### config.mk
export PLATFORM = sky130hd
export DESIGN_NAME = fbg_baud_gen
export DESIGN_NICKNAME = d
export VERILOG_FILES = /design/src/rtl/fbg_pkg.sv /design/src/rtl/fbg_div_if.sv /design/src/rtl/fbg_baud_gen.sv /design/src/rtl/fbg_prescale.sv /design/src/rtl/fbg_frac_div.sv
export SDC_FILE = /design/constraint.sdc
export NUM_CORES = 1
export LEC_CHECK = 0
export ABC_AREA = 1
export CAP_MARGIN = 0
export CORE_MARGIN = 5
export CORE_UTILIZATION = 64
export CTS_CLUSTER_SIZE = 28
export DETAILED_ROUTE_END_ITERATION = 16
export DONT_BUFFER_PORTS = 1
export GPL_TIMING_DRIVEN = 0
export PLACE_DENSITY = 0.8
export SYNTH_ARGS = -nofsm -noshare
export SYNTH_HDL_FRONTEND = slang
export SYNTH_SLANG_ARGS = --single-unit
### constraint.sdc
create_clock -name i_mclk -period 3.82 [get_ports i_mclk]
set_clock_uncertainty 0.05 [all_clocks]
set_input_delay 0.191 -clock i_mclk [delete_from_list [all_inputs] [get_ports i_mclk]]
set_output_delay 0.191 -clock i_mclk [all_outputs]
set_load 0.01 [all_outputs]
### src/rtl/fbg_pkg.sv
// Shared constants and types of the fractional baud generator
package fbg_pkg;
  localparam int unsigned ADDR_W        = 3;
  localparam logic [2:0]  OFS_DIV_LOW   = 3'h0;
  localparam logic [2:0]  OFS_DIV_HIGH  = 3'h1;
  localparam logic [2:0]  OFS_DIV_FRAC  = 3'h2;
  localparam logic [2:0]  OFS_MODEM_CTL = 3'h3;
  localparam logic [2:0]  OFS_STATUS    = 3'h4;
  localparam logic [7:0]  RST_DIV_LOW   = 8'h01;
  localparam logic [7:0]  RST_DIV_HIGH  = 8'h00;
  localparam logic [7:0]  RST_DIV_FRAC  = 8'h00;
  localparam logic [7:0]  RST_MODEM_CTL = 8'h00;
  localparam int unsigned MCR_PRESC_BIT = 7;
  localparam int unsigned FRAC_LSB      = 0;
  localparam int unsigned FRAC_W        = 4;
  localparam int unsigned MODE_LSB      = 4;
  localparam int unsigned MODE_W        = 2;
  localparam int unsigned ST_PRESC_BIT  = 0;
  localparam int unsigned ST_REF_BIT    = 1;
  localparam int unsigned ST_MODE_LSB   = 4;
  localparam logic [1:0]  PRESC_LAST    = 2'h3;
  localparam logic [16:0] RST_PERIOD    = 17'h00001;
  localparam logic [16:0] ZERO_INT_LEN  = 17'h10000;
  localparam logic [1:0]  MODE_X16      = 2'h0;
  localparam logic [1:0]  MODE_X8       = 2'h1;
  localparam logic [1:0]  MODE_X4       = 2'h2;
  localparam logic [3:0]  LAST_X16      = 4'hF;
  localparam logic [3:0]  LAST_X8       = 4'h7;
  localparam logic [3:0]  LAST_X4       = 4'h3;
endpackage

### src/rtl/fbg_div_if.sv
// Link between the register side and the fractional divider
`timescale 1ns/1ps
interface fbg_div_if;
  logic [15:0] int_div;
  logic [3:0]  frac;
  logic [1:0]  mode;
  logic        ref_tick;
  logic        sample_tick;
  logic [1:0]  act_mode;
  modport ctrl (output int_div, frac, mode, ref_tick,
                input  sample_tick, act_mode);
  modport div  (input  int_div, frac, mode, ref_tick,
                output sample_tick, act_mode);
endinterface

### src/rtl/fbg_baud_gen.sv
// One channel's fractional baud rate generator with its registers
//
// Behaviour
// Every channel owns its own generator and prescaler for tx and rx.
// Reference is the oscillator input; register access never needs it.
// Modem control bit 7 picks reference divide by 1 or by 4.
// Divisor runs 1 to 65537 minus 1/16 in sixteenths.
// Sampling tick drives transmitter shifting and receiver sampling.
// Reset divisor is one: low 0x01, high 0x00, fraction 0x00.
// Low and high bytes form integer part; fraction register the rest.
// Fraction bits 3:0 give zero to fifteen sixteenths.
// Fraction bits 5:4 pick 16, 8 or 4 samples per bit.
// 8X mode with odd fraction may jitter one sixteenth; accepted.
// Software must program the divisor at initialisation.
// Software computes divisor from reference, prescaler, rate, factor.
// Software splits divisor into high, low and fraction bytes.
// Strap pin sets prescaler default after reset; software may override.
// One bit lasts 16, 8 or 4 sampling periods per mode.
// Extra ticks spread over sixteen periods so average equals divisor.
// New settings apply at next reload without a short pulse.
`timescale 1ns/1ps
module fbg_baud_gen
  import fbg_pkg::*;
(
  input  wire logic              i_mclk,
  input  wire logic              i_rst_b,
  input  wire logic [ADDR_W-1:0] i_addr,
  input  wire logic [7:0]        i_wdata,
  input  wire logic              i_wr,
  input  wire logic              i_rd,
  output logic      [7:0]        o_rdata,
  input  wire logic              i_oscillator_input,
  output logic                   o_oscillator_output,
  input  wire logic              i_prescaler_default_select_pin,
  output logic                   o_sample_tick,
  output logic                   o_bit_tick
);
  fbg_div_if dif ();

  // Pin synchronisers; stage one feeds only stage two
  logic       osc_s1_r;
  logic       osc_s2_r;
  logic       osc_s3_r;
  logic       sel_s1_r;
  logic       sel_s2_r;

  // Reset high, so a reference stopped at either level shows no false edge
  always_ff @(posedge i_mclk or negedge i_rst_b) begin
    if (!i_rst_b) begin
      osc_s1_r <= 1'b1;
      osc_s2_r <= 1'b1;
      osc_s3_r <= 1'b1;
    end else begin
      osc_s1_r <= i_oscillator_input;
      osc_s2_r <= osc_s1_r;
      osc_s3_r <= osc_s2_r;
    end
  end

  // Strap sync runs through reset so its level is ready at release
  always_ff @(posedge i_mclk) begin
    sel_s1_r <= i_prescaler_default_select_pin;
    sel_s2_r <= sel_s1_r;
  end

  // Reference must run below a quarter of i_mclk to be counted faithfully
  logic ref_rise;
  assign ref_rise = osc_s2_r & ~osc_s3_r;

  // Register group
  logic [7:0] div_low_r;
  logic [7:0] div_low_nxt;
  logic [7:0] div_high_r;
  logic [7:0] div_high_nxt;
  logic [7:0] div_frac_r;
  logic [7:0] div_frac_nxt;
  logic [7:0] mcr_r;
  logic [7:0] mcr_nxt;
  logic       strap_done_r;
  logic       strap_done_nxt;
  logic       ref_seen_r;
  logic       ref_seen_nxt;
  logic [7:0] rdata_r;
  logic [7:0] rdata_nxt;
  logic [7:0] status;

  always_comb begin
    status                      = 8'h00;
    status[ST_PRESC_BIT]        = mcr_r[MCR_PRESC_BIT];
    status[ST_REF_BIT]          = ref_seen_r;
    status[ST_MODE_LSB+:MODE_W] = dif.act_mode;
  end

  always_comb begin
    div_low_nxt    = div_low_r;
    div_high_nxt   = div_high_r;
    div_frac_nxt   = div_frac_r;
    mcr_nxt        = mcr_r;
    strap_done_nxt = 1'b1;
    ref_seen_nxt   = ref_seen_r;
    rdata_nxt      = 8'h00;
    // Strap taken once after release; a host write that cycle wins
    if (!strap_done_r) begin
      mcr_nxt[MCR_PRESC_BIT] = sel_s2_r;
    end
    if (i_wr) begin
      unique case (i_addr)
        OFS_DIV_LOW:   div_low_nxt  = i_wdata;
        OFS_DIV_HIGH:  div_high_nxt = i_wdata;
        OFS_DIV_FRAC:  div_frac_nxt = i_wdata;
        OFS_MODEM_CTL: mcr_nxt      = i_wdata;
        default: begin
        end
      endcase
    end
    if (i_rd) begin
      unique case (i_addr)
        OFS_DIV_LOW:   rdata_nxt = div_low_r;
        OFS_DIV_HIGH:  rdata_nxt = div_high_r;
        OFS_DIV_FRAC:  rdata_nxt = div_frac_r;
        OFS_MODEM_CTL: rdata_nxt = mcr_r;
        OFS_STATUS:    rdata_nxt = status;
        default:       rdata_nxt = 8'h00;
      endcase
      if (i_addr == OFS_STATUS) begin
        ref_seen_nxt = 1'b0;
      end
    end
    // A reference edge in the clearing read still sets the flag
    if (ref_rise) begin
      ref_seen_nxt = 1'b1;
    end
  end

  // Bus logic runs on i_mclk only, so a stopped reference never blocks it
  always_ff @(posedge i_mclk or negedge i_rst_b) begin
    if (!i_rst_b) begin
      div_low_r    <= RST_DIV_LOW;
      div_high_r   <= RST_DIV_HIGH;
      div_frac_r   <= RST_DIV_FRAC;
      mcr_r        <= RST_MODEM_CTL;
      strap_done_r <= 1'b0;
      ref_seen_r   <= 1'b0;
      rdata_r      <= 8'h00;
    end else begin
      div_low_r    <= div_low_nxt;
      div_high_r   <= div_high_nxt;
      div_frac_r   <= div_frac_nxt;
      mcr_r        <= mcr_nxt;
      strap_done_r <= strap_done_nxt;
      ref_seen_r   <= ref_seen_nxt;
      rdata_r      <= rdata_nxt;
    end
  end

  assign o_rdata = rdata_r;

  // Oscillator feedback pin mirrors the inverted reference
  logic osc_out_r;
  logic osc_out_nxt;
  always_comb begin
    osc_out_nxt = ~osc_s2_r;
  end
  always_ff @(posedge i_mclk or negedge i_rst_b) begin
    if (!i_rst_b) begin
      osc_out_r <= 1'b0;
    end else begin
      osc_out_r <= osc_out_nxt;
    end
  end
  assign o_oscillator_output = osc_out_r;

  // This channel's private prescaler and divider
  logic presc_tick;

  fbg_prescale u_presc (
    .i_mclk (i_mclk),
    .i_rst_b(i_rst_b),
    .i_tick (ref_rise),
    .i_div4 (mcr_r[MCR_PRESC_BIT]),
    .o_tick (presc_tick)
  );

  assign dif.int_div  = {div_high_r, div_low_r};
  assign dif.frac     = div_frac_r[FRAC_LSB+:FRAC_W];
  assign dif.mode     = div_frac_r[MODE_LSB+:MODE_W];
  assign dif.ref_tick = presc_tick;

  fbg_frac_div u_div (
    .i_mclk (i_mclk),
    .i_rst_b(i_rst_b),
    .dif    (dif.div)
  );

  // Bit timer counting sampling ticks
  logic [3:0] bit_cnt_r;
  logic [3:0] bit_cnt_nxt;
  logic       bit_r;
  logic       bit_nxt;
  logic       smp_r;
  logic       smp_nxt;
  logic [3:0] last;

  always_comb begin
    unique case (dif.act_mode)
      MODE_X8: last = LAST_X8;
      MODE_X4: last = LAST_X4;
      default: last = LAST_X16;
    endcase
    bit_cnt_nxt = bit_cnt_r;
    bit_nxt     = 1'b0;
    smp_nxt     = dif.sample_tick;
    if (dif.sample_tick) begin
      if (bit_cnt_r >= last) begin
        bit_cnt_nxt = 4'h0;
        bit_nxt     = 1'b1;
      end else begin
        bit_cnt_nxt = bit_cnt_r + 4'h1;
      end
    end
  end

  always_ff @(posedge i_mclk or negedge i_rst_b) begin
    if (!i_rst_b) begin
      bit_cnt_r <= 4'h0;
      bit_r     <= 1'b0;
      smp_r     <= 1'b0;
    end else begin
      bit_cnt_r <= bit_cnt_nxt;
      bit_r     <= bit_nxt;
      smp_r     <= smp_nxt;
    end
  end

  assign o_sample_tick = smp_r;
  assign o_bit_tick    = bit_r;
endmodule

### src/rtl/fbg_prescale.sv
// Divide-by-1 or divide-by-4 prescaler on reference ticks
`timescale 1ns/1ps
module fbg_prescale
  import fbg_pkg::*;
(
  input  wire logic i_mclk,
  input  wire logic i_rst_b,
  input  wire logic i_tick,
  input  wire logic i_div4,
  output logic      o_tick
);
  logic [1:0] cnt_r;
  logic [1:0] cnt_nxt;
  logic       tick_r;
  logic       tick_nxt;

  always_comb begin
    cnt_nxt  = cnt_r;
    tick_nxt = 1'b0;
    if (i_tick) begin
      cnt_nxt  = cnt_r + 2'h1;
      tick_nxt = i_div4 ? (cnt_r == PRESC_LAST) : 1'b1;
    end
  end

  always_ff @(posedge i_mclk or negedge i_rst_b) begin
    if (!i_rst_b) begin
      cnt_r  <= 2'h0;
      tick_r <= 1'b0;
    end else begin
      cnt_r  <= cnt_nxt;
      tick_r <= tick_nxt;
    end
  end

  assign o_tick = tick_r;
endmodule

### src/rtl/fbg_frac_div.sv
// Integer plus sixteenths divider producing the sampling tick
`timescale 1ns/1ps
module fbg_frac_div
  import fbg_pkg::*;
(
  input  wire logic i_mclk,
  input  wire logic i_rst_b,
  fbg_div_if.div    dif
);
  logic [16:0] cnt_r;
  logic [16:0] cnt_nxt;
  logic [16:0] len_r;
  logic [16:0] len_nxt;
  logic [3:0]  acc_r;
  logic [3:0]  acc_nxt;
  logic [1:0]  mode_r;
  logic [1:0]  mode_nxt;
  logic        smp_r;
  logic        smp_nxt;
  logic [4:0]  sum;
  logic [16:0] base;

  always_comb begin
    cnt_nxt  = cnt_r;
    len_nxt  = len_r;
    acc_nxt  = acc_r;
    mode_nxt = mode_r;
    smp_nxt  = 1'b0;
    sum      = {1'b0, acc_r} + {1'b0, dif.frac};
    base     = (dif.int_div == 16'h0000) ? ZERO_INT_LEN
                                         : {1'b0, dif.int_div};
    if (dif.ref_tick) begin
      if (cnt_r >= len_r - 17'h00001) begin
        // Reload only at a period end so no pulse is ever cut short
        smp_nxt  = 1'b1;
        cnt_nxt  = 17'h00000;
        acc_nxt  = sum[3:0];
        len_nxt  = base + {16'h0000, sum[4]};
        mode_nxt = dif.mode;
      end else begin
        cnt_nxt = cnt_r + 17'h00001;
      end
    end
  end

  always_ff @(posedge i_mclk or negedge i_rst_b) begin
    if (!i_rst_b) begin
      cnt_r  <= 17'h00000;
      len_r  <= RST_PERIOD;
      acc_r  <= 4'h0;
      mode_r <= MODE_X16;
      smp_r  <= 1'b0;
    end else begin
      cnt_r  <= cnt_nxt;
      len_r  <= len_nxt;
      acc_r  <= acc_nxt;
      mode_r <= mode_nxt;
      smp_r  <= smp_nxt;
    end
  end

  assign dif.sample_tick = smp_r;
  assign dif.act_mode    = mode_r;
endmodule

==> results of run 1 <==
==> worst register-to-register path, stage by stage (launching register included) <==
cell and delay (ps):
dfstp_2 380, inv_1 120, ha_1 220, nand2_1 110, nor2_2 210, nand3_1 150
nor3_2 230, a22oi_1 140, ha_1 330, nand2_1 80, nor2_2 150, nand2_1 90
nor2_1 100, nand2_1 90, nand4_4 160, nand2_4 100, inv_4 120, buf_8 160
nor2_2 40
==> metal layers <==
layer / vias up / wire length [um] / track usage
met3: 41 / 539 / 0.0457
met4: 0 / 485 / 0.103
li1: 2148 / - / -
met2: 129 / 5760 / 0.418
met1: 2033 / 4770 / 0.289
met5: - / 0 / 0
==> what timing repair did <==
action | CTS | global route
resized for setup | 0 | 0
hold buffers | 9 | 0
hold endpoints to repair | 110 | 0
==> final cells by class <==
cell class                 instances  area (um^2)  area share
multi-input combinational        471         2620       0.447
sequential                        98         2450       0.417
inverter                          69          262      0.0446
clock buffer                      10          138      0.0235
tap                              105          131      0.0224
timing repair buffer               9          108      0.0183
buffer                            15          105      0.0179
clock inverter                     6         55.1     0.00938
==> state kept, by name (all words and copies together) (netlist names), 2 cells and up <==
name                flops
bit_cnt_r               4
div_frac_r              8
div_high_r              8
div_low_r               8
mcr_r                   8
o_rdata                 8
u_div.acc_r             4
u_div.cnt_r            17
u_div.dif.act_mode      2
u_div.len_r            17
u_presc.cnt_r           2
==> cells in the mapped netlist (4+ instances only) <==
library cell  number
a21oi_1            9
a221oi_1           4
dfrtp_1           91
dfstp_2            5
ha_1              30
inv_1             62
inv_2              5
nand2_1          180
nand3_1           51
nand4_1            4
nor2_1            55
nor2_2            13
nor3_1             5
o21ai_0           31
o21ai_1           13
xnor2_1           12
xor2_1            30
==> kinds of logic after synthesis <==
family / count (synthesis) / synth area share
flip-flops: 98 / 0.450
AND/OR/NAND/NOR: 323 / 0.261
XOR/XNOR: 42 / 0.0677
AO/OA/AOI/OAI: 72 / 0.0762
other: 1 / 0.000690
multiplexers: 2 / 0.00391
adder cells (fa/ha/maj): 31 / 0.0727
buffers and inverters: 84 / 0.0674
==> final timing paths <==
kind,cells after the start,slack (ps),endpoint,startpoint
setup / recovery,18,680,u_div.cnt_r[8]$_DFFE_PN0P_,u_div.len_r[0]$_DFFE_PN1P_
max in group asynchronous,2,2990,div_low_r[0]$_DFFE_PN1P_,i_rst_b
hold / removal,2,10,mcr_r[5]$_DFFE_PN0P_,i_wdata[5]
min in group asynchronous,2,340,bit_cnt_r[1]$_DFFE_PN0P_,i_rst_b
setup reg to reg,18,680,u_div.cnt_r[8]$_DFFE_PN0P_,u_div.len_r[0]$_DFFE_PN1P_
hold reg to reg,0,290,sel_s2_r$_DFF_P_,sel_s1_r$_DFF_P_
==> through the flow <==
stage	setup slack (ps)	total power, mW	utilization	instance area (um^2)
CTS	676	2.27	0.711	5870
global placement	741	1.56	0.674	5570
global route	493	2.39	0.711	5870
floorplan	1100	1.49	-	5440
detailed placement	691	1.59	0.674	5570
finish	680	2.28	0.711	5870
==> power groups by stage <==
stage	clock network (mW)	registers (mW)	logic [mW]
final	0.665	1.27	0.338
after CTS	0.667	1.27	0.338
after global routing	0.717	1.29	0.389
after global placement	0	1.28	0.284
after floorplan	0	1.25	0.240
after detailed placement	0	1.29	0.302
==> flow_metrics.env, run 1 <==
export IMPL_crit_family="simple AND/OR/NAND/NOR gates"
export IMPL_min_period_ps=3140
export IMPL_diodes=0
export IMPL_drive_above_1_share=0.0944
export IMPL_p_leak_nw=3.05
export IMPL_async_flop_share=0.980
export IMPL_wl_mm=11.5
export IMPL_yosysTopAreaCellShare=0.419
export IMPL_dieHeight_um=102
export IMPL_clock_sinks=98
export IMPL_postRouteAntennaNets=0
export IMPL_grt_use_total=0.239
export IMPL_final_cell_mix="nand2_1, dfrtp_1, inv_1, nor2_1, nand3_1"
export IMPL_hold_violations=0
export IMPL_start_kind="flop"
export IMPL_grt_pass1_wl_mm=19.6
export IMPL_timing_setup_tns_ps=0
export IMPL_p_switching_mw=0.727
export IMPL_fmax_ghz=0.318
export IMPL_synth_distinct_cells=46
export IMPL_gp_congestion=0.897
export IMPL_ir_drop_mv=0.289
export IMPL_syn_nets=701
export IMPL_cp_max_fo=10
export IMPL_numCtsBuffers=9
export IMPL_n_fill_cell=637
export IMPL_holdWs_ps=13.7
export IMPL_yosys_area_top_type="dfrtp_1"
export IMPL_row_count=33
export IMPL_cpMaxStageDelayCell="dfstp_2"
export IMPL_rsz0062_at_grt="false"
export IMPL_arrival_ps=3340
export IMPL_root_buffer="clkbuf_8"
export IMPL_synth_area_per_cell_um2=8.33
export IMPL_h_tree_depth=3
export IMPL_antenna_found_initial=0
export IMPL_cts_tree="built"
export IMPL_final_common_cell="nand2_1"
export IMPL_power_frac_seq=0.560
export IMPL_status="finished, final reports clean"
export IMPL_worst_path_buf_inv=3
export IMPL_dp_cells=758
export IMPL_dr_total_vias=4351
export IMPL_core_area_um2=8260
export IMPL_min_path_type="input pin to flop"
export IMPL_fin_nets=721
export IMPL_drt_first_iter_violations=249
export IMPL_power_frac_comb=0.148
export IMPL_postSynthCellCount=653
export IMPL_clockBufferDepth=2
export IMPL_clk_latency_ps=370
export IMPL_critPathMaxStageDelay_ps=380
export IMPL_clk_pin_slew_worst_paths_ps=100
export IMPL_crit_top_cell="nand2_1"
export IMPL_crit_path_end_kind="flop"
export IMPL_overflow=0
export IMPL_ios=28
export IMPL_critPathKind="flop to flop"
export IMPL_synth_edff_count=0
export IMPL_power_share_clock=0.292
export IMPL_internal_power_mw=1.55
export IMPL_yosys_warnings=0
export IMPL_ys_seq_area_frac=0.450
export IMPL_route_detailed_drc=0
export IMPL_portBuffers=0
export IMPL_grt_max_degree=97
export IMPL_postCtsSetupBuffers=0
export IMPL_netlist_area_um2=5440
export IMPL_final_instance_count_excl_fill=783
export IMPL_drtPass1Iterations=5
export IMPL_die_area_um2=10400
export IMPL_ys_top_cells_by_area="dfrtp_1, nand2_1, ha_1"
export IMPL_crit_chain="inv_1 -> ha_1 -> nand2_1 -> nor2_2 -> nand3_1 -> nor3_2 -> a22oi_1 -> ha_1 -> nand2_1 -> nor2_2 -> nand2_1 -> nor2_1 -> nand2_1 -> nand4_4 -> nand2_4 -> inv_4 -> buf_8 -> nor2_2"
export IMPL_routedWlPerCell_um=14.7
export IMPL_finalSetupViolations=0
export IMPL_vias_per_cell=5.56
export IMPL_power_share_switching=0.319
export IMPL_synth_seq_cells=98
export IMPL_start_util=0.658
export IMPL_crit_required_ps=4020
export IMPL_die_x_um=102
export IMPL_post_route_period_util=0.822
export IMPL_cap_violations=0
export IMPL_slew_viol_final=0
export IMPL_hpwl_mm=8.57
export IMPL_areaGrowthSynthToFinish_pct=7.94
export IMPL_grt_pass1_vias=4341
export IMPL_synthFlopType="dfrtp_1"
export IMPL_power_density_nw_per_um2=388
Power figures use the tool's default switching activity.
==> inputs of run 2 (changes only) <==
clock period = 2.9 ns   (was 3.82 ns; I/O delays follow)
==> run 2 against run 1 <==
The run now ends with setup timing left; design area rose by 6.8%; clock power rose by 32%; register-to-register slack got worse by 700 ps; global-route usage rose by 0.50 points; via count rose by 3.5%; total power rose by 33%; sequential cell count did not move; largest cell class unchanged.
==> flow_metrics.env, run 2 (same netlist as run 1, synthesis figures left out) <==
export IMPL_diodes=0
export IMPL_cts_tree="built"
export IMPL_postRouteAntennaNets=0
export IMPL_dp_cells=758
export IMPL_rsz0062_at_grt="true"
export IMPL_die_area_um2=10400
export IMPL_crit_required_ps=3110
export IMPL_root_buffer="clkbuf_8"
export IMPL_grt_use_total=0.244
export IMPL_ios=28
export IMPL_clk_latency_ps=370
export IMPL_crit_path_end_kind="flop"
export IMPL_overflow=0
export IMPL_power_density_nw_per_um2=484
export IMPL_placed_area_um2=5570
export IMPL_post_route_period_util=1.01
export IMPL_status="complete, but fails checks"
export IMPL_hpwl_mm=8.57
export IMPL_finalSetupViolations=15
export IMPL_vias_per_cell=5.61
export IMPL_die_x_um=102
export IMPL_start_util=0.658
export IMPL_grt_pass1_vias=4387
export IMPL_grt_max_degree=97
export IMPL_final_util=0.759
export IMPL_final_area_um2=6270
export IMPL_min_period_ps=2920
export IMPL_clock_sinks=98
export IMPL_numCtsBuffers=9
export IMPL_ir_drop_mv=0.382
export IMPL_cap_violations=0
export IMPL_grt_pass1_wl_mm=20.0
export IMPL_route_detailed_drc=0
export IMPL_drive_above_1_share=0.151
export IMPL_h_tree_depth=3
export IMPL_dieHeight_um=102
export IMPL_min_path_cells=3
export IMPL_routedWlPerCell_um=15.7
export IMPL_cp_max_fo=10
export IMPL_final_instance_count_excl_fill=802
export IMPL_setup_ws_ps=-18.6
export IMPL_areaGrowthSynthToFinish_pct=15.3
export IMPL_hold_violations=0
export IMPL_start_kind="flop"
export IMPL_r2r_cells=19
export IMPL_wl_mm=12.6
export IMPL_fmax_ghz=0.343
export IMPL_total_power_mw=3.03
export IMPL_gp_congestion=0.897
export IMPL_arrival_ps=3130
export IMPL_clockBufferDepth=2
export IMPL_antenna_found_initial=0
export IMPL_critPathKind="flop to flop"
export IMPL_final_cell_mix="nand2_1, dfrtp_1, inv_1, nand3_1, nor2_1"
export IMPL_p_leak_nw=3.18
export IMPL_min_path_type="input pin to flop"
export IMPL_portBuffers=0
export IMPL_post_place_ws_ps=-229
export IMPL_violations="setup timing"
export IMPL_fin_nets=740
export IMPL_clk_pin_slew_worst_paths_ps=100
export IMPL_slew_viol_final=0
export IMPL_core_area_um2=8260
export IMPL_row_count=33
export IMPL_final_common_cell="nand2_1"
export IMPL_dr_total_vias=4503
export IMPL_drt_first_iter_violations=276
export IMPL_largestRegisters="u_div.cnt_r: 17 flops, u_div.len_r: 17 flops"
export IMPL_drtPass1Iterations=5
==> run 2: final timing paths <==
| check | start | endpoint | slack [ps] |
|---|---|---|---|
| max in group asynchronous | i_rst_b | div_low_r[0]$_DFFE_PN1P_ | 2100 |
| worst max-delay path | u_div.len_r[4]$_DFFE_PN0P_ | u_div.len_r[13]$_DFFE_PN0P_ | -20 |
| worst min register to register | sel_s1_r$_DFF_P_ | sel_s2_r$_DFF_P_ | 290 |
| worst min-delay path | i_wr | div_frac_r[0]$_DFFE_PN0P_ | 70 |
| min in group asynchronous | i_rst_b | o_sample_tick$_DFF_PN0_ | 290 |
| worst max register to register | u_div.len_r[4]$_DFFE_PN0P_ | u_div.len_r[13]$_DFFE_PN0P_ | -20 |
==> run 2: worst max-delay path, cell delays in order (launching register included) <==
cell,delay [ps]
dfrtp_1,440
nor2_2,140
nand2_1,100
nor2_4,160
nand3_2,110
nor2_2,130
nand2_1,80
xnor2_1,160
inv_1,60
ha_1,310
nand2_1,60
nor2_1,110
nand2_1,90
nor2_1,150
nand2_1,110
nand4_4,190
nand2_8,110
buf_6,150
nand2_1,60
nand2_1,40
==> run 2: area by class of cell <==
class | instances | area, um^2
well taps | 105 | 131
clock buffers | 10 | 138
multi-input cells | 471 | 2810
fillers | 563 | 1990
inverters | 69 | 272
repair buffers | 28 | 302
plain buffers | 15 | 110
flip-flops and latches | 98 | 2450
clock inverters | 6 | 55.1
==> run 2: what timing repair did <==
item,4_1_cts,5_1_grt
buffers inserted,5,5
setup endpoints to repair,39,41
cloned,0,2
pin swaps,10,18
hold buffers,15,1
gates resized for setup,13,42
endpoints found under the hold margin,129,1
==> run 2: report_power, final <==
group | switching, mW | internal (mW) | leakage, nW
Sequential | 0.172 | 1.51 | 1.27
Combinational | 0.281 | 0.193 | 1.81
Clock | 0.524 | 0.353 | 0.0994
Total | 0.976 | 2.05 | 3.18
==> run 2: routing by layer <==
metal / vias up / track usage / part of all wire / wire length [um]
met5: - / 0 / 0 / 0
met4: 0 / 0.104 / 0.039 / 495
met3: 47 / 0.0451 / 0.046 / 580
met2: 130 / 0.430 / 0.51 / 6490
met1: 2143 / 0.293 / 0.40 / 5050
li1: 2183 / - / - / -
==> run 2: stage by stage <==
step                      setup TNS, ps  hold slack [ps]
final                              -139             70.1
after global routing              -5360             79.8
after CTS                             0             1.98
after detailed placement          -5790             -198
after global placement            -4070             -198
after floorplan                       0             -201
